===== src/led_engine_regs.vh =====
// Contract
// - ramp starts from current effective pwm
// - each step moves pwm one unit by sign
// - step duration from bit 14 and bits 13:9
// - prescale 0 divides engine clock by 16
// - prescale 1 divides engine clock by 512
// - step lasts step time times prescale cycle
// - run increment-count steps, up to 255
// - saturated ramp still runs full time
// - zero increments means pure wait
// - variable ramp latches operands at start
// - later variable writes do not affect ramp
// - a, b, c set only by load, add and subtract instructions
// - d is global, host writes 3C
// - conversion result may source variable d
// - only a readable locally; d read/write
// - log select bit picks log or linear
// - decode numeric branch, load, add, subtract
// - decode variable-count branch form
// - variable add/sub combine two variables
// - trigger holds wait and send fields
// - trigger don't-care bits are ignored
`ifndef LED_ENGINE_REGS_VH
`define LED_ENGINE_REGS_VH
`define GLOBAL_VAR_D_ADDR   8'h3C
`define CONV_RESULT_ADDR    8'h42
`define GLOBAL_VAR_D_RESET  8'h00
`define PRESCALE_BIT        14
`define STEP_TIME_MSB       13
`define STEP_TIME_LSB       9
`define SIGN_BIT            8
`define DIV_FAST_TICKS      9'h010
`define DIV_SLOW_TICKS      9'h200
`define PC_NEXT             2'h0
`define PC_START            2'h1
`define PC_GOTO             2'h2
`define PC_SKIP             2'h3
`endif


===== src/led_engine_ramp_branch_decoder.v =====
`timescale 1ns/10ps
`default_nettype none
`include "led_engine_regs.vh"
module led_engine_ramp_branch_decoder (
  // clock and reset
  input  wire        clk_i,
  input  wire        rst_n_i,
  // engine clock pin, 32.7 kHz
  input  wire        eng_clk_i,
  // instruction issue
  input  wire [15:0] instr_i,
  input  wire        instr_valid_i,
  input  wire [7:0]  pwm_i,
  input  wire        log_en_i,
  // triggers
  input  wire [2:0]  eng_trig_i,
  input  wire        ext_trig_i,
  // register port of the serial bus
  input  wire [7:0]  reg_addr_i,
  input  wire        reg_wr_i,
  input  wire [7:0]  reg_wdata_i,
  input  wire [7:0]  conv_result_i,
  input  wire        d_src_conv_i,
  output reg  [7:0]  reg_rdata_o,
  // results
  output reg         busy_o,
  output reg         done_o,
  output reg  [1:0]  pc_cmd_o,
  output reg  [6:0]  pc_arg_o,
  output reg  [7:0]  pwm_o,
  output reg         pwm_we_o,
  output reg         log_ramp_o,
  output reg  [3:0]  trig_send_o,
  output reg         int_o,
  output reg         halt_o,
  output reg  [7:0]  var_a_o
);
  localparam S_IDLE = 2'h0;
  localparam S_RAMP = 2'h1;
  localparam S_TRIG = 2'h2;

  reg [1:0]  state_r;
  reg [2:0]  eclk_sync_r;
  reg [2:0]  ext_sync_r;
  reg [7:0]  var_b_r;
  reg [7:0]  var_c_r;
  reg [7:0]  var_d_r;
  reg [7:0]  loop_r;
  reg [8:0]  div_r;
  reg        pre_r;
  reg [4:0]  step_time_r;
  reg [4:0]  step_cnt_r;
  reg [7:0]  inc_r;
  reg [7:0]  left_r;
  reg        sign_r;
  reg [3:0]  pend_r;
  reg [3:0]  wait_mask_r;
  reg        eclk_lvl_r;
  reg        ext_lvl_r;

  // engine clock edge: counted once stages two and three agree on high
  wire eng_tick = eclk_sync_r[1] & eclk_sync_r[2] & ~eclk_lvl_r;
  // external trigger edge, same agreement rule as the engine clock
  wire ext_evt  = ext_sync_r[1] & ext_sync_r[2] & ~ext_lvl_r;
  wire [8:0] div_len = pre_r ? `DIV_SLOW_TICKS : `DIV_FAST_TICKS;
  wire base_tick = eng_tick && (div_r == div_len - 9'h001);
  wire step_end  = base_tick && (step_cnt_r == step_time_r - 5'h01);
  wire [7:0] var_d = d_src_conv_i ? conv_result_i : var_d_r;

  // variable select: 0 a, 1 b, 2 c, 3 d
  function [7:0] sel_var;
    input [1:0] s;
    input [7:0] a;
    input [7:0] b;
    input [7:0] c;
    input [7:0] d;
    begin
      case (s)
        2'h0: sel_var = a;
        2'h1: sel_var = b;
        2'h2: sel_var = c;
        default: sel_var = d;
      endcase
    end
  endfunction

  wire [7:0] v1 = sel_var(instr_i[3:2], var_a_o, var_b_r, var_c_r, var_d);
  wire [7:0] v2 = sel_var(instr_i[1:0], var_a_o, var_b_r, var_c_r, var_d);
  wire [7:0] vst = v1;
  wire [7:0] vinc = v2;

  // opcode classes
  wire is_rst    = (instr_i == 16'h0000);
  wire is_ramp_n = ~instr_i[15] &&
                   (instr_i[`STEP_TIME_MSB:`STEP_TIME_LSB] != 5'h00);
  wire is_ramp_v = (instr_i[15:6] == 10'h210);
  wire is_br_n   = (instr_i[15:13] == 3'h5);
  wire is_br_v   = (instr_i[15:9] == 7'h43);
  wire is_int    = (instr_i == 16'hC400);
  wire is_end    = (instr_i[15:13] == 3'h6) && (instr_i[10:0] == 11'h000);
  wire is_trig   = (instr_i[15:13] == 3'h7);
  wire is_jmp    = (instr_i[15:11] == 5'h11);
  wire is_data   = (instr_i[15:12] == 4'h9) && (instr_i[11:10] != 2'h3);

  // trigger fields, bits 11, 10, 5 and 4 never looked at
  wire [3:0] trig_wait = {instr_i[12], instr_i[9:7]};
  wire [3:0] trig_send = {instr_i[6], instr_i[3:1]};

  // conditional jump outcome
  reg jmp_take;
  always @* begin
    case (instr_i[10:9])
      2'h0: jmp_take = (v1 != v2);
      2'h1: jmp_take = (v1 < v2);
      2'h2: jmp_take = (v1 >= v2);
      default: jmp_take = (v1 == v2);
    endcase
  end

  // data result: load, add or subtract, immediate or two variables
  reg [7:0] data_res;
  always @* begin
    case (instr_i[9:8])
      2'h0: data_res = instr_i[7:0];
      2'h1: data_res = sel_var(instr_i[11:10], var_a_o, var_b_r,
                               var_c_r, var_d) + instr_i[7:0];
      2'h2: data_res = sel_var(instr_i[11:10], var_a_o, var_b_r,
                               var_c_r, var_d) - instr_i[7:0];
      default: data_res = instr_i[4] ? (v1 - v2) : (v1 + v2);
    endcase
  end

  // branch count: immediate or from a variable
  wire [7:0] br_cnt  = is_br_n ? {2'h0, instr_i[12:7]} : v2;
  wire [6:0] br_step = is_br_n ? instr_i[6:0] : instr_i[8:2];

  // synchronisers; the agreed level filters a one-sample glitch
  always @(posedge clk_i or negedge rst_n_i) begin
    if (!rst_n_i) begin
      eclk_sync_r <= 3'h0;
      ext_sync_r  <= 3'h0;
      eclk_lvl_r  <= 1'b0;
      ext_lvl_r   <= 1'b0;
    end else begin
      eclk_sync_r <= {eclk_sync_r[1:0], eng_clk_i};
      ext_sync_r  <= {ext_sync_r[1:0], ext_trig_i};
      if (eclk_sync_r[1] == eclk_sync_r[2])
        eclk_lvl_r <= eclk_sync_r[2];
      if (ext_sync_r[1] == ext_sync_r[2])
        ext_lvl_r <= ext_sync_r[2];
    end
  end

  // host side of variable d and the read port
  always @(posedge clk_i or negedge rst_n_i) begin
    if (!rst_n_i) begin
      var_d_r     <= `GLOBAL_VAR_D_RESET;
      reg_rdata_o <= 8'h00;
    end else begin
      if (reg_wr_i && reg_addr_i == `GLOBAL_VAR_D_ADDR)
        var_d_r <= reg_wdata_i;
      case (reg_addr_i)
        `GLOBAL_VAR_D_ADDR: reg_rdata_o <= var_d_r;
        `CONV_RESULT_ADDR:  reg_rdata_o <= conv_result_i;
        default:            reg_rdata_o <= 8'h00;
      endcase
    end
  end

  // pending triggers: an arrival in the clearing cycle is kept
  always @(posedge clk_i or negedge rst_n_i) begin
    if (!rst_n_i) begin
      pend_r <= 4'h0;
    end else if (state_r == S_TRIG && (pend_r & wait_mask_r) == wait_mask_r)
    begin
      pend_r <= (pend_r & ~wait_mask_r) | {ext_evt, eng_trig_i};
    end else begin
      pend_r <= pend_r | {ext_evt, eng_trig_i};
    end
  end

  // execution
  always @(posedge clk_i or negedge rst_n_i) begin
    if (!rst_n_i) begin
      state_r     <= S_IDLE;
      busy_o      <= 1'b0;
      done_o      <= 1'b0;
      pc_cmd_o    <= `PC_NEXT;
      pc_arg_o    <= 7'h00;
      pwm_o       <= 8'h00;
      pwm_we_o    <= 1'b0;
      log_ramp_o  <= 1'b0;
      trig_send_o <= 4'h0;
      int_o       <= 1'b0;
      halt_o      <= 1'b0;
      var_a_o     <= 8'h00;
      var_b_r     <= 8'h00;
      var_c_r     <= 8'h00;
      loop_r      <= 8'h00;
      div_r       <= 9'h000;
      pre_r       <= 1'b0;
      step_time_r <= 5'h01;
      step_cnt_r  <= 5'h00;
      inc_r       <= 8'h00;
      left_r      <= 8'h00;
      sign_r      <= 1'b0;
      wait_mask_r <= 4'h0;
    end else begin
      done_o      <= 1'b0;
      pwm_we_o    <= 1'b0;
      trig_send_o <= 4'h0;
      int_o       <= 1'b0;
      halt_o      <= 1'b0;
      log_ramp_o  <= log_en_i;
      case (state_r)
        S_IDLE: begin
          pc_cmd_o <= `PC_NEXT;
          pc_arg_o <= 7'h00;
          if (instr_valid_i) begin
            busy_o <= 1'b1;
            done_o <= 1'b1;
            if (is_ramp_n || is_ramp_v) begin
              // operands captured now, so later writes cannot reach them
              done_o      <= 1'b0;
              state_r     <= S_RAMP;
              pwm_o       <= pwm_i;
              div_r       <= 9'h000;
              step_cnt_r  <= 5'h00;
              if (is_ramp_n) begin
                pre_r       <= instr_i[`PRESCALE_BIT];
                step_time_r <= instr_i[`STEP_TIME_MSB:`STEP_TIME_LSB];
                sign_r      <= instr_i[`SIGN_BIT];
                inc_r       <= instr_i[7:0];
                left_r      <= (instr_i[7:0] == 8'h00) ? 8'h01 : instr_i[7:0];
              end else begin
                pre_r       <= instr_i[5];
                // zero step time from a variable would wrap to 32 base ticks; run as one
                step_time_r <= (vst[4:0] == 5'h00) ? 5'h01 : vst[4:0];
                sign_r      <= instr_i[4];
                inc_r       <= vinc;
                left_r      <= (vinc == 8'h00) ? 8'h01 : vinc;
              end
            end else if (is_rst) begin
              pc_cmd_o <= `PC_START;
            end else if (is_br_n || is_br_v) begin
              // loop count zero loops for ever
              if (br_cnt == 8'h00) begin
                pc_cmd_o <= `PC_GOTO;
                pc_arg_o <= br_step;
              end else if (loop_r == 8'h00) begin
                loop_r   <= br_cnt;
                pc_cmd_o <= `PC_GOTO;
                pc_arg_o <= br_step;
              end else if (loop_r != 8'h01) begin
                loop_r   <= loop_r - 8'h01;
                pc_cmd_o <= `PC_GOTO;
                pc_arg_o <= br_step;
              end else begin
                loop_r <= 8'h00;
              end
            end else if (is_int) begin
              int_o <= 1'b1;
            end else if (is_end) begin
              halt_o <= 1'b1;
              int_o  <= instr_i[12];
              if (instr_i[11])
                pc_cmd_o <= `PC_START;
            end else if (is_trig) begin
              trig_send_o <= trig_send;
              wait_mask_r <= trig_wait;
              if (trig_wait != 4'h0) begin
                done_o  <= 1'b0;
                state_r <= S_TRIG;
              end
            end else if (is_jmp) begin
              if (jmp_take) begin
                pc_cmd_o <= `PC_SKIP;
                pc_arg_o <= {2'h0, instr_i[8:4]};
              end
            end else if (is_data) begin
              // only the engine's own load, add and subtract path writes a, b and c
              case (instr_i[11:10])
                2'h0: var_a_o <= data_res;
                2'h1: var_b_r <= data_res;
                default: var_c_r <= data_res;
              endcase
            end
          end else begin
            busy_o <= 1'b0;
          end
        end
        S_RAMP: begin
          if (eng_tick)
            div_r <= base_tick ? 9'h000 : div_r + 9'h001;
          if (base_tick)
            step_cnt_r <= step_end ? 5'h00 : step_cnt_r + 5'h01;
          if (step_end) begin
            // saturation only stops the value, never the timing
            if (inc_r != 8'h00) begin
              pwm_we_o <= 1'b1;
              if (!sign_r && pwm_o != 8'hFF)
                pwm_o <= pwm_o + 8'h01;
              else if (sign_r && pwm_o != 8'h00)
                pwm_o <= pwm_o - 8'h01;
            end
            left_r <= left_r - 8'h01;
            if (left_r == 8'h01) begin
              state_r <= S_IDLE;
              done_o  <= 1'b1;
            end
          end
        end
        S_TRIG: begin
          if ((pend_r & wait_mask_r) == wait_mask_r) begin
            state_r <= S_IDLE;
            done_o  <= 1'b1;
          end
        end
        default: state_r <= S_IDLE;
      endcase
    end
  end
endmodule
`default_nettype wire


===== config.mk =====
export PLATFORM = sky130hd
export DESIGN_NAME = led_engine_ramp_branch_decoder
export DESIGN_NICKNAME = d
export VERILOG_FILES = /design/src/led_engine_ramp_branch_decoder.v
export VERILOG_INCLUDE_DIRS = /design/src
export SDC_FILE = /design/constraint.sdc
export NUM_CORES = 1
export LEC_CHECK = 0
export ABC_AREA = 1
export BUFFER_PORTS_ARGS = -buffer_cell sky130_fd_sc_hd__buf_2
export CORE_AREA = 2 2 180 182
export CTS_BUF_LIST = sky130_fd_sc_hd__clkbuf_2
export DETAILED_ROUTE_END_ITERATION = 8
export DIE_AREA = 0 0 182 184
export GPL_ROUTABILITY_DRIVEN = 0
export HOLD_SLACK_MARGIN = 0.02
export RECOVER_POWER = 25
export SETUP_SLACK_MARGIN = 0.1
export SYNTH_ARGS = -nofsm -noshare
export SYNTH_HDL_FRONTEND = slang
export SYNTH_SLANG_ARGS = --single-unit
export TNS_END_PERCENT = 100

===== constraint.sdc =====
create_clock -name clk_i -period 2.1 [get_ports clk_i]
set_input_delay 0.105 -clock clk_i [delete_from_list [all_inputs] [get_ports clk_i]]
set_output_delay 0.105 -clock clk_i [all_outputs]
set_load 0.01 [all_outputs]

==> flow_results.org, run 1 <==
** Outcome
- Outcome :: finished with violations
- Failing checks :: max-capacitance violations, max-slew violations, negative setup slack

** CTS
- The later pin in the worst-skew pair is clocked with a latency of about 800 ps.
- The clock net in this run drives a total of 130 sinks.
- No sink is reached through more buffers than the 2 on the longest clock path.
- Clock-pin transition on the worst setup and hold timing paths :: 240 ps
- TritonCTS built the clock tree.
- CTS built an H-tree with a depth of 4.
- In this run the clock root is driven by a sky130_fd_sc_hd__clkbuf_2.
- Clock tree synthesis inserted a total of 17 buffers.

** Floorplanning
- Die Ht :: approximately 180 um
- Overall die width :: ~180 um
- I/O Pins :: 102
- Starting utilization of the core area :: 0.298
- The die covers around 33000 um2.
- Number of rows created at floorplan :: 65
- The floorplan step defined a core boundary enclosing around 31000 um2.

** Pwr
- IR analysis of the VDD net gives a maximum drop of 0.000448 V.
- Total power for the finished layout comes to about 12000 uW.
- In this run the static leakage power is approximately 0.0071 uW.
- Dividing total power by cell area gives a power density of roughly 850 nW/um2.

** Logic synthesis
- The number of nets handed over by synthesis was between 1000 and 1500.
- In this run the cell area of the synthesized design comes to 9360 um2.
- Of all cell types, the one taking the most synthesized area is sky130_fd_sc_hd__dfrtp_1.
- The synthesized design contains 0 enable-type register cells.
- Sequential cell area fraction in the yosys report :: 0.348
- Synthesized flop and latch total :: 130
- In the synthesized netlist, the number of instances is 1319.
- Synth async-reset ratio :: 1.00
- For this run, the number of Yosys warnings is 0.
- The most used flip-flop cell after synthesis is sky130_fd_sc_hd__dfrtp_1.
- Post-Synthesis Mean Instance Area :: 7.09 um2
- The number of different library cells used by synthesis comes to 51.
- Of the post-synthesis cell area, the dominant cell type holds 0.345.
- Yosys attributes the largest share of cell area to sky130_fd_sc_hd__dfrtp_1, sky130_fd_sc_hd__nand2_1, sky130_fd_sc_hd__inv_1.

** Placed design
- Worst setup slack after placement :: -497 ps
- During placement, the flow inserted port buffers numbering 101.
- Detailed placer's ending HPWL :: 24.6 mm

** Worst hold path
- The worst hold path begins at instr_i[9].
- Hold Crit Depth :: 7
- The worst hold path terminates at pc_cmd_o[1].
- In this run the worst hold path is classified as in -> reg.

** Route
- Aggregate routed wire length :: 33.3 mm
- Count of routing violations after the opening detailed-route iteration :: 822
- The first TritonRoute pass finished after 8 iterations.
- Once detail routing completed, the nets flagged for antenna violations numbered 0.
- Post-DR wirelength/cell :: 15.6 um
- Summing over every cut layer, the via total after detailed routing is about 11000.
- In the routed design, unresolved DRC markers number 0.
- Vias/cell :: 4.96

** Global route
- Maximum number of pins on one net before global-route repair :: 57
- Number of global-route vias before repair :: roughly 10000
- The first global-routing pass estimated ~53 mm of wire.
- Total routing resource utilization after global routing :: 0.201
- The initial antenna violation count is 1.
- Summed over all layers, the global routing overflow is 0.

** Critical path
- The endpoint identified for the worst register-to-register timing path is var_b_r[4].
- The worst setup path is launched from a register.
- R2r startpoint :: var_d_r[1]
- Critical Path End Type :: register
- Type of the worst setup path :: reg -> reg
- In this run the register-to-register setup slack is -290 ps.
- Arrival time at the worst endpoint :: 3090 ps
- Length in cells of the worst reg-to-reg path :: 15
- Required time of the critical path :: 2810 ps
- Along the worst path, the maximum fanout reaches 3.

** Timing
- WHS :: around 6.7 ps
- Setup repair after global routing could not meet its margin everywhere.
- Slew at the pin with the worst max-slew slack :: 1590 ps
- Fin crit period :: 2390 ps
- Number of hold violations in the final report :: 0
- Setup violations remaining at the end of the flow were counted as 30.
- Highest clock rate :: between 400 and 500 MHz
- Final max-slew violation count :: 56
- Minimum setup slack in the final design :: -286 ps
- Worst clock skew :: around 70 ps
- Worst relative slew slack :: -0.0624
- Share of the cycle needed by the critical path after routing :: 1.14

** Finish
- Area added between synthesis and finish :: 49.3%
- Post-layout nets :: around 1800
- In the final layout, the share of cells above drive strength 1 is 0.350.
- Leaving out fill and tap cells, the most frequent cell in the layout is sky130_fd_sc_hd__nand2_1.
- In the layout the commonest cells are sky130_fd_sc_hd__nand2_1, sky130_fd_sc_hd__buf_4, sky130_fd_sc_hd__inv_1.

** Flow run
- Max-cap violations in this run came to 1.
==> per-layer routing <==
metal,vias to the layer above,share of wire,track usage
met5,-,0,0
met4,0,0.034,0.0735
met3,91,0.059,0.0394
met2,362,0.48,0.344
met1,4992,0.42,0.253
li1,5144,-,-
==> what timing repair did <==
| action | in CTS | in global routing |
|---|---|---|
| pin swaps | 55 | 42 |
| hold buffers | 80 | 5 |
| gates cloned | 2 | 0 |
| buffers inserted | 22 | 14 |
| hold endpoints to repair | 213 | 18 |
| endpoints found under the setup margin | 46 | 82 |
| gates resized for setup | 129 | 81 |
==> worst max-delay path, cell delays in order (launching register included) <==
cell and delay (ps):
sky130_fd_sc_hd__dfrtp_1 440, sky130_fd_sc_hd__nand2_2 80, sky130_fd_sc_hd__nand2_2 60, sky130_fd_sc_hd__nand2_1 60, sky130_fd_sc_hd__nand4_1 180, sky130_fd_sc_hd__buf_4 220
sky130_fd_sc_hd__fa_2 420, sky130_fd_sc_hd__nand2_2 90, sky130_fd_sc_hd__a21oi_1 90, sky130_fd_sc_hd__o21ai_1 120, sky130_fd_sc_hd__nand2_1 70, sky130_fd_sc_hd__o22ai_2 130
sky130_fd_sc_hd__nand2_2 90, sky130_fd_sc_hd__o21ai_4 120, sky130_fd_sc_hd__nand2_1 70, sky130_fd_sc_hd__o21ai_0 70
==> cells in the mapped netlist, types with 8 or more instances <==
cell type / n
sky130_fd_sc_hd__buf_2: 10
sky130_fd_sc_hd__o21ai_0: 93
sky130_fd_sc_hd__a21oi_1: 66
sky130_fd_sc_hd__dfrtp_1: 129
sky130_fd_sc_hd__inv_2: 12
sky130_fd_sc_hd__o21ai_2: 14
sky130_fd_sc_hd__xor2_1: 16
sky130_fd_sc_hd__o22ai_1: 9
sky130_fd_sc_hd__o211ai_1: 14
sky130_fd_sc_hd__nand3_1: 97
sky130_fd_sc_hd__nor2_1: 104
sky130_fd_sc_hd__ha_1: 44
sky130_fd_sc_hd__mux2_2: 8
sky130_fd_sc_hd__nand4_1: 25
sky130_fd_sc_hd__nand2_1: 393
sky130_fd_sc_hd__nor3_1: 9
sky130_fd_sc_hd__clkbuf_1: 8
sky130_fd_sc_hd__nand2_2: 9
sky130_fd_sc_hd__o21ai_1: 13
sky130_fd_sc_hd__inv_1: 153
==> worst max path at each step <==
stage	start	cells past startpoint	slack, ps	end
6_report	var_d_r[1]	15	-290	var_b_r[4]
5_1_grt	var_d_r[0]	19	-430	pc_arg_o[1]
4_1_cts	var_d_r[0]	19	-290	pc_arg_o[3]
3_5_place_dp	instr_i[1]	17	-500	pc_arg_o[3]
3_3_place_gp	instr_i[0]	20	-550	var_c_r[6]
2_1_floorplan	instr_i[1]	16	9	var_c_r[1]
==> sequential cells by signal (all words and copies together) (netlist names), 2 cells and up <==
register     cells
pc_cmd_o         2
step_time_r      5
pwm_o            8
pc_arg_o         7
pend_r           4
step_cnt_r       5
state_r          2
reg_rdata_o      8
inc_r            8
var_b_r          8
ext_sync_r       3
left_r           8
trig_send_o      4
div_r            9
var_d_r          8
loop_r           8
wait_mask_r      4
eclk_sync_r      3
var_c_r          8
var_a_o          8
==> report_power, final <==
| group | internal (uW) | leakage, uW | switching, uW |
|---|---|---|---|
| Clock | 594 | 0.000153 | 1160 |
| Sequential | 3080 | 0.00166 | 388 |
| Combinational | 2920 | 0.00529 | 3790 |
==> per-stage QoR <==
stage	utilization	cells	TNS, ps	cell area [um2]
global placement	0.378	1988	-11140	11900
CTS	0.433	2124	-6750	13600
detailed placement	0.378	1988	-12410	11900
global route	0.445	2135	-11020	14000
floorplan	-	1319	0	9520
finish	0.445	2135	-5290	14000
==> final cells by class <==
type / instances / area [um2]
well taps: 402 / 503
repair buffers: 410 / 3170
clock buffers: 20 / 100
multi-input cells: 989 / 6110
inverters: 170 / 667
repair inverters: 1 / 16.3
clock inverters: 12 / 148
diodes: 1 / 2.50
fillers: 3121 / 17400
flip-flops and latches: 130 / 3260
==> cell families (layout without fill, tap and decap cells) <==
kind of cell             Yosys count  count (layout)  synth area share
AO/OA/AOI/OAI                    235             235             0.146
other                              0               1                 0
adder cells (fa/ha/maj)           48              48            0.0674
multiplexers                      13              13            0.0150
flip-flops                       130             130             0.348
buffers and inverters            201             613            0.0916
AND/OR/NAND/NOR                  671             672             0.313
XOR/XNOR                          21              21            0.0197
(Power assumes the default switching activity.)
==> run 2: changes to the inputs <==
- CORE_AREA: 2 2 180 182 -> 2 2 158 160
- CTS_BUF_LIST: sky130_fd_sc_hd__clkbuf_2 -> sky130_fd_sc_hd__clkbuf_4 sky130_fd_sc_hd__clkbuf_8 sky130_fd_sc_hd__clkbuf_16
- DIE_AREA: 0 0 182 184 -> 0 0 160 162
==> flow_results.org, run 2 (synthesis results as in run 1) <==
** Outcome
- The flow ran to the end, but the final reports show violations.
- The final reports fail on negative setup slack.

** Timing
- Fin crit period :: 2390 ps (+7.78 ps)
- The worst slack on hold paths was 25.6 ps (+18.9 ps).
- Setup repair after global routing could not meet its margin everywhere.
- Total of endpoints with negative setup slack in the final report :: 28 (-6.7%)
- The clock tree skew after final layout came to 16.5 ps (-54.1 ps).
- Highest clock rate :: 418 MHz (-0.32%)
- The worst-margin pin slew was 1120 ps (-473 ps).
- Number of hold violations in the final report :: 0 (unchanged)
- The final worst-path setup slack is -294 ps (-7.78 ps).
- Share of the cycle needed by the critical path after routing :: 1.14 (+0.00371)
- The headroom to the max-slew limit is 0.253 (+0.315).
- Final max-slew violation count :: 0 (-100%)

** Global route
- The global routing usage summed across all routing layers came to 0.249 (+0.0479).
- The aggregate global routing overflow is 0 (unchanged).
- The via count of the first global-routing pass came to 9969 (-3.6%).
- The wire length of the first global-routing pass is 51.0 mm (-4.0%).
- Initial antenna violation count :: 0 (-1)
- The maximum number of pins on one net before global-route repair is 46 (-19%).

** CTS
- TritonCTS built the clock tree.
- Number of sinks handled by clock tree synthesis :: 130 (unchanged)
- The clock-pin slew reported for the worst setup and hold paths after clock tree synthesis is 70 ps (-170 ps).
- The number of buffers added by the clock tree synthesis step is 17 (unchanged).
- The clock latency reported for the late side of the worst-skew pair came to 430 ps (-370 ps).
- Number of H-tree levels :: 4 (unchanged)
- The root buffer cell chosen for the clock tree is sky130_fd_sc_hd__clkbuf_16.
- Worst-case clock buffer depth :: 2 (unchanged)

** Floorplanning
- Overall die width :: 160 um (-12%)
- The number of placement rows was 57 (-12%).
- The initial core utilization came to 0.388 (+0.0901).
- The floorplan die area is 25900 um2 (-23%).
- Core area :: 24100 um2 (-23%)
- Die Ht :: 162 um (-12%)
- The number of placed I/O pins is 102 (unchanged).

** Route
- The routed length per instance is 16.2 um (+4.0%).
- The count of vias placed by the detailed router came to 10299 (-2.7%).
- The length of the first detailed-routing pass in iterations came to 5 (-3).
- DRC Markers :: 0 (unchanged)
- The post-detailed-route count of antenna-violating nets is 0 (unchanged).
- The final routed wirelength across all metal layers came to 32.6 mm (-2.2%).
- Vias/cell :: 5.13 (+3.4%)
- The initial detailed-routing violation count was 705 (-14%).

** Placed design
- The estimated wirelength of the detail-placed design is 24.2 mm (-1.7%).
- The quantity of I/O buffers inserted on ports came to 101 (unchanged).

** Critical path
- CP max FO :: 5 (+2)
- The worst setup path is of the reg -> reg kind.
- Crit-path slowest cell :: sky130_fd_sc_hd__dfrtp_1
- Worst Setup Start Kind :: register
- The worst setup path is captured at a register.
- The signal on the critical path passes through nand2_2 -> nand2_2 -> buf_6 -> nand2_4 -> o2111ai_4 -> inv_2 -> ha_4 -> inv_2 -> fa_2 -> nand3_2 -> nand3_4 -> nand2_2 -> nand2_2 -> nand2_2 -> nand3_2 -> nand2_2 -> nand3_4 -> nand2_4 -> nand2_2 -> nand2_2.
- Cell mode on critical path :: sky130_fd_sc_hd__nand2_2
- Required time of the critical path :: 2470 ps (-340 ps)
- Largest stage delay, worst path :: 400 ps (-40 ps)
- Arrival time at the worst endpoint :: 2770 ps (-320 ps)

** Finish
- The net total in the final layout came to 1779 (-2.6%).
- The area growth from synthesis to layout is 45.8%.
- Diode insertion count for antenna repair :: 0 (-1)
- Leaving out fill and tap cells, the most frequent cell in the layout is sky130_fd_sc_hd__nand2_1.
- The share of cells above drive strength 1 was 0.363 (+0.0133).
- The number of fill cells is 2319 (-26%).
- The flip-flop count of the largest register after layout came to 9 (unchanged).
- Register with the most flip-flops :: div_r
- Leaving out fill and tap cells, the most frequent cells in the layout are sky130_fd_sc_hd__nand2_1, sky130_fd_sc_hd__buf_4, sky130_fd_sc_hd__inv_1.

** Flow run
- Max-cap check violation count :: 0 (-1)

** Pwr
- Overall power of the completed layout :: 13400 uW (+12%)
- Cell Pwr Density :: 980 nW/um2 (+15%)
- The total leakage power came to 0.00698 uW (-1.8%).
- Peak supply drop :: 0.000573 V (+28%)

** Worst hold path
- The tightest min-delay check is of the in -> reg type.
[run 2: cell types whose count changed in the layout (fill, tap and decap cells not counted), moves of 9 or more]
cell	delta
sky130_fd_sc_hd__nand2_1	-9
sky130_fd_sc_hd__nand2_2	+13
sky130_fd_sc_hd__clkbuf_2	-20
sky130_fd_sc_hd__clkbuf_16	+17
sky130_fd_sc_hd__dlygate4sd3_1	-51
[run 2: layer usage]
metal	vias to the layer above	global-route usage	wire, um
li1	5046	-	-
met1	4853	0.313	13700
met2	315	0.434	16200
met3	85	0.0358	1580
met4	0	0.0979	1120
met5	-	0	0
[run 2: path summary, 6_finish.rpt]
| kind | slack, ps | cells after the start | endpoint | startpoint |
|---|---|---|---|---|
| max | -290 | 20 | pc_arg_o[1] | var_d_r[0] |
| min | 30 | 4 | reg_rdata_o[4] | reg_addr_i[6] |
| max reg2reg | -290 | 20 | pc_arg_o[1] | var_d_r[0] |
| min reg2reg | 360 | 0 | ext_sync_r[1] | ext_sync_r[0] |
| max in group asynchronous | 340 | 3 | var_a_o[7] | rst_n_i |
| min in group asynchronous | 440 | 2 | loop_r[5] | rst_n_i |
[run 2: final cells by class]
| class | instances | area (um2) | area share |
|---|---|---|---|
| Clock buffer | 19 | 447 | 0.0327 |
| Tap cell | 324 | 405 | 0.0297 |
| Timing Repair inverter | 1 | 8.76 | 0.000642 |
| Multi-Input combinational cell | 989 | 6070 | 0.445 |
| Sequential cell | 130 | 3260 | 0.239 |
| Timing Repair Buffer | 363 | 2640 | 0.193 |
| Inverter | 170 | 669 | 0.0490 |
| Clock inverter | 13 | 149 | 0.0109 |
[run 2: timing repair]
action / CTS / global route
pin swaps: 36 / 83
setup buffers: 12 / 11
cloned: 1 / 1
setup endpoints to repair: 46 / 62
hold buffers: 30 / 0
resized for setup: 69 / 129
hold endpoints to repair: 95 / 0
[run 2: where the power goes]
group          internal (uW)  total, uW  switching (uW)
Sequential              3090       3470             382
Clock                   1820       3100            1280
Combinational           2960       6800            3840
[run 2: critical path: cells and delay by family (launching register included)]
kind	cells	cell delay, ps
AO/OA/AOI/OAI	1	100
adder cells (fa/ha/maj)	2	470
buffers and inverters	3	260
flip-flops	1	400
AND/OR/NAND/NOR	14	1110
[run 2: stage by stage]
| step | setup WS [ps] | area (um2) | TNS, ps | std cells | util |
|---|---|---|---|---|---|
| finish | -294 | 13600 | -6750 | 2009 | 0.566 |
| global route | -439 | 13600 | -10410 | 2009 | 0.566 |
| CTS | -259 | 13100 | -5710 | 1997 | 0.544 |
| detailed placement | -626 | 11900 | -15910 | 1922 | 0.492 |
| global placement | -565 | 11900 | -13020 | 1922 | 0.492 |
| floorplan | 9.44 | 9520 | 0 | 1319 | - |
==> run 3: changes to the inputs <==
- MAX_ROUTING_LAYER: unset -> met4
==> flow_results.org, run 3 (synthesis results as in run 1) <==
** Timing
- The shortest period the worst path allows was 2420 ps (+26.6 ps).
- The number of setup violations in the final report came to 28 (unchanged).
- The worst slack on hold paths is 25.8 ps (+0.148 ps).
- Slew at the pin with the worst max-slew slack :: 1120 ps (-0.768 ps)
- The maximum frequency from static timing analysis came to 413 MHz (-1.1%).
- Worst clock skew :: 15.5 ps (-1.06 ps)
- The final worst-path setup slack was -320 ps (-26.6 ps).
- Setup repair after global routing could not meet its margin everywhere.
- Share of the cycle needed by the critical path after routing :: 1.15 (+0.0127)
- Number of hold violations in the final report :: 0 (unchanged)
- The max-slew violation total from the final report is 0 (unchanged).
- The headroom to the max-slew limit was 0.254 (+0.000512).

** Route
- The initial detailed-routing violation count came to 722 (+2.4%).
- The routed length per instance is 16.2 um (about the same).
- The post-detailed-route count of antenna-violating nets is 0 (unchanged).
- The final routed wirelength across all metal layers was 32.6 mm (+0.11%).
- Vias/cell :: 5.14 (+0.26%)
- Routed vias :: 10336 (+0.36%)
- The length of the first detailed-routing pass in iterations was 5 (unchanged).
- DRC Markers :: 0 (unchanged)

** CTS
- Clock-pin transition on the worst setup and hold timing paths :: 70 ps (about the same)
- TritonCTS built the clock tree.
- Cell chosen for the clock root :: sky130_fd_sc_hd__clkbuf_16
- The number of buffers added by the clock tree synthesis step was 17 (unchanged).
- The total number of clock tree sinks came to 130 (unchanged).
- The maximum count of clock buffers along a single path was 2 (unchanged).
- Number of H-tree levels :: 4 (unchanged)
- The clock latency reported for the late side of the worst-skew pair was 430 ps (about the same).

** Critical path
- Worst Setup Start Kind :: register
- The largest incremental delay on the critical path came to 390 ps (about the same).
- Worst-path cell chain :: nand2_2 -> nand2_2 -> buf_6 -> nand2_4 -> o2111ai_4 -> inv_2 -> ha_4 -> inv_2 -> fa_2 -> nand3_2 -> nand3_4 -> nand2_2 -> nand2_2 -> nand2_2 -> nand3_2 -> nand2_2 -> nand3_4 -> nand2_4 -> nand2_2 -> nand2_2
- The required time at the worst-slack endpoint was 2470 ps (about the same).
- Arrival time at the worst endpoint :: 2790 ps (+20 ps)
- Cell mode on critical path :: sky130_fd_sc_hd__nand2_2
- Count of cell instances traversed by the critical path :: 20 (unchanged)
- The largest driver fanout on the critical path was 5 (unchanged).
- On the critical path the largest part of the delay comes from simple AND/OR/NAND/NOR gates.
- The largest individual stage delay along the critical path comes from the cell sky130_fd_sc_hd__dfrtp_1.
- Total buffers and inverters traversed by the critical path :: 3 (unchanged)
- The worst setup path is captured at a register.
- The setup path with the least slack is of type reg -> reg.
- Length in cells of the worst reg-to-reg path :: 20 (unchanged)

** Outcome
- The flow ran to the end, but the final reports show violations.
- Failing checks :: negative setup slack

** Floorplanning
- The area of the placeable core is 24100 um2 (unchanged).
- The horizontal extent of the die is 160 um (unchanged).
- Die Ht :: 162 um (unchanged)
- The number of placed I/O pins is 102 (unchanged).
- The floorplan die area is 25900 um2 (unchanged).
- Starting utilization of the core area :: 0.388 (unchanged)
- Number of rows created at floorplan :: 57 (unchanged)

** Finish
- Number of flip-flops in the largest register :: 9 (unchanged)
- Post-layout nets :: 1781 (+0.11%)
- Diode insertion count for antenna repair :: 0 (unchanged)
- Fill count :: 2329 (+0.43%)
- Most common library cell in the layout ignoring fill and taps :: sky130_fd_sc_hd__nand2_1
- Sequential cell area :: 3260 um2 (unchanged)
- Proportion of layout cells with a drive suffix above 1 :: 0.362 (-0.00162)
- The cell area after layout came to 13600 um2 (-0.19%).
- In the layout the commonest cells are sky130_fd_sc_hd__nand2_1, sky130_fd_sc_hd__buf_4, sky130_fd_sc_hd__inv_1.
- Area used by multi-input combinational logic :: 6040 um2 (-0.49%)
- Counting flops per register, the top entry is div_r.
- Relative to the synthesized area, the layout overhead comes to 45.6%.

** Placed design
- Buffers added on ports :: 101 (unchanged)
- Detailed placer's ending HPWL :: 24.2 mm (unchanged)
- The placed standard-cell area is 11900 um2 (unchanged).

** Pwr
- Cell Pwr Density :: 981 nW/um2 (+0.15%)
- Peak supply drop :: 0.000573 V (about the same)
- The total leakage power came to 0.00697 uW (-0.21%).

** Global route
- GRT overflow :: 0 (unchanged)
- Total routing resource utilization after global routing :: 0.257 (+0.00757)
- The wire length of the first global-routing pass was 51.1 mm (+0.11%).
- Initial antenna violation count :: 0 (unchanged)
- Maximum number of pins on one net before global-route repair :: 46 (unchanged)
- The via count of the first global-routing pass came to 9944 (-0.25%).

** Flow run
- Max-cap check violation count :: 0 (unchanged)

** Worst hold path
- The depth of the worst hold-timing path is 4 (unchanged).
- Path category of the worst min-delay check :: in -> reg
[run 3: what timing repair did]
item | 4_1_cts | 5_1_grt
gates cloned | 1 | 1
endpoints found under the hold margin | 95 | 0
pin swaps | 36 | 71
gates resized for setup | 69 | 124
endpoints found under the setup margin | 46 | 62
hold buffers | 30 | 0
buffers inserted | 12 | 13
[run 3: cell type report]
type | count | share of cell area
flip-flops and latches | 130 | 0.239
inverters | 170 | 0.0491
well taps | 324 | 0.0298
multi-input cells | 989 | 0.444
clock buffers | 19 | 0.0328
repair inverters | 1 | 0.000643
repair buffers | 365 | 0.194
clock inverters | 13 | 0.0109
[run 3: where the power goes]
| group | switching [uW] | leakage [uW] | internal (uW) | total (uW) |
|---|---|---|---|---|
| clock | 1280 | 0.000295 | 1820 | 3100 |
| combinational | 3840 | 0.00501 | 2960 | 6800 |
| sequential | 381 | 0.00166 | 3090 | 3470 |
| total | 5500 | 0.00697 | 7860 | 13400 |
[run 3: metal layers]
layer / vias up / global-route usage / part of all wire
met4: 0 / 0.0950 / 0.036
met3: 90 / 0.0365 / 0.052
met5: - / - / 0
met2: 351 / 0.434 / 0.49
met1: 4857 / 0.314 / 0.42
li1: 5038 / - / -
[run 3: worst min-delay path, delay by kind of cell]
kind	cells	cell delay, ps
compound gates	1	80
buf+inv	1	90
simple gates	2	130
[run 3: per-stage QoR]
stage	setup TNS, ps	setup slack (ps)	utilization	power, uW	instances
after global placement	-13020	-565	0.492	9000	1922
final	-6730	-320	0.565	13400	2011
after global routing	-10640	-449	0.565	14300	2011
after detailed placement	-15910	-626	0.492	9090	1922
after floorplan	0	9.44	-	7180	1319
after CTS	-5710	-259	0.544	12700	1997
[run 3: path summary, 6_finish.rpt]
check,slack (ps),from,endpoint
setup / recovery,-320,var_d_r[0],pc_arg_o[1]
hold / removal,30,reg_addr_i[6],reg_rdata_o[4]
setup reg to reg,-320,var_d_r[0],pc_arg_o[1]
hold reg to reg,360,ext_sync_r[0],ext_sync_r[1]
max in group asynchronous,350,rst_n_i,var_b_r[7]
min in group asynchronous,440,rst_n_i,loop_r[5]
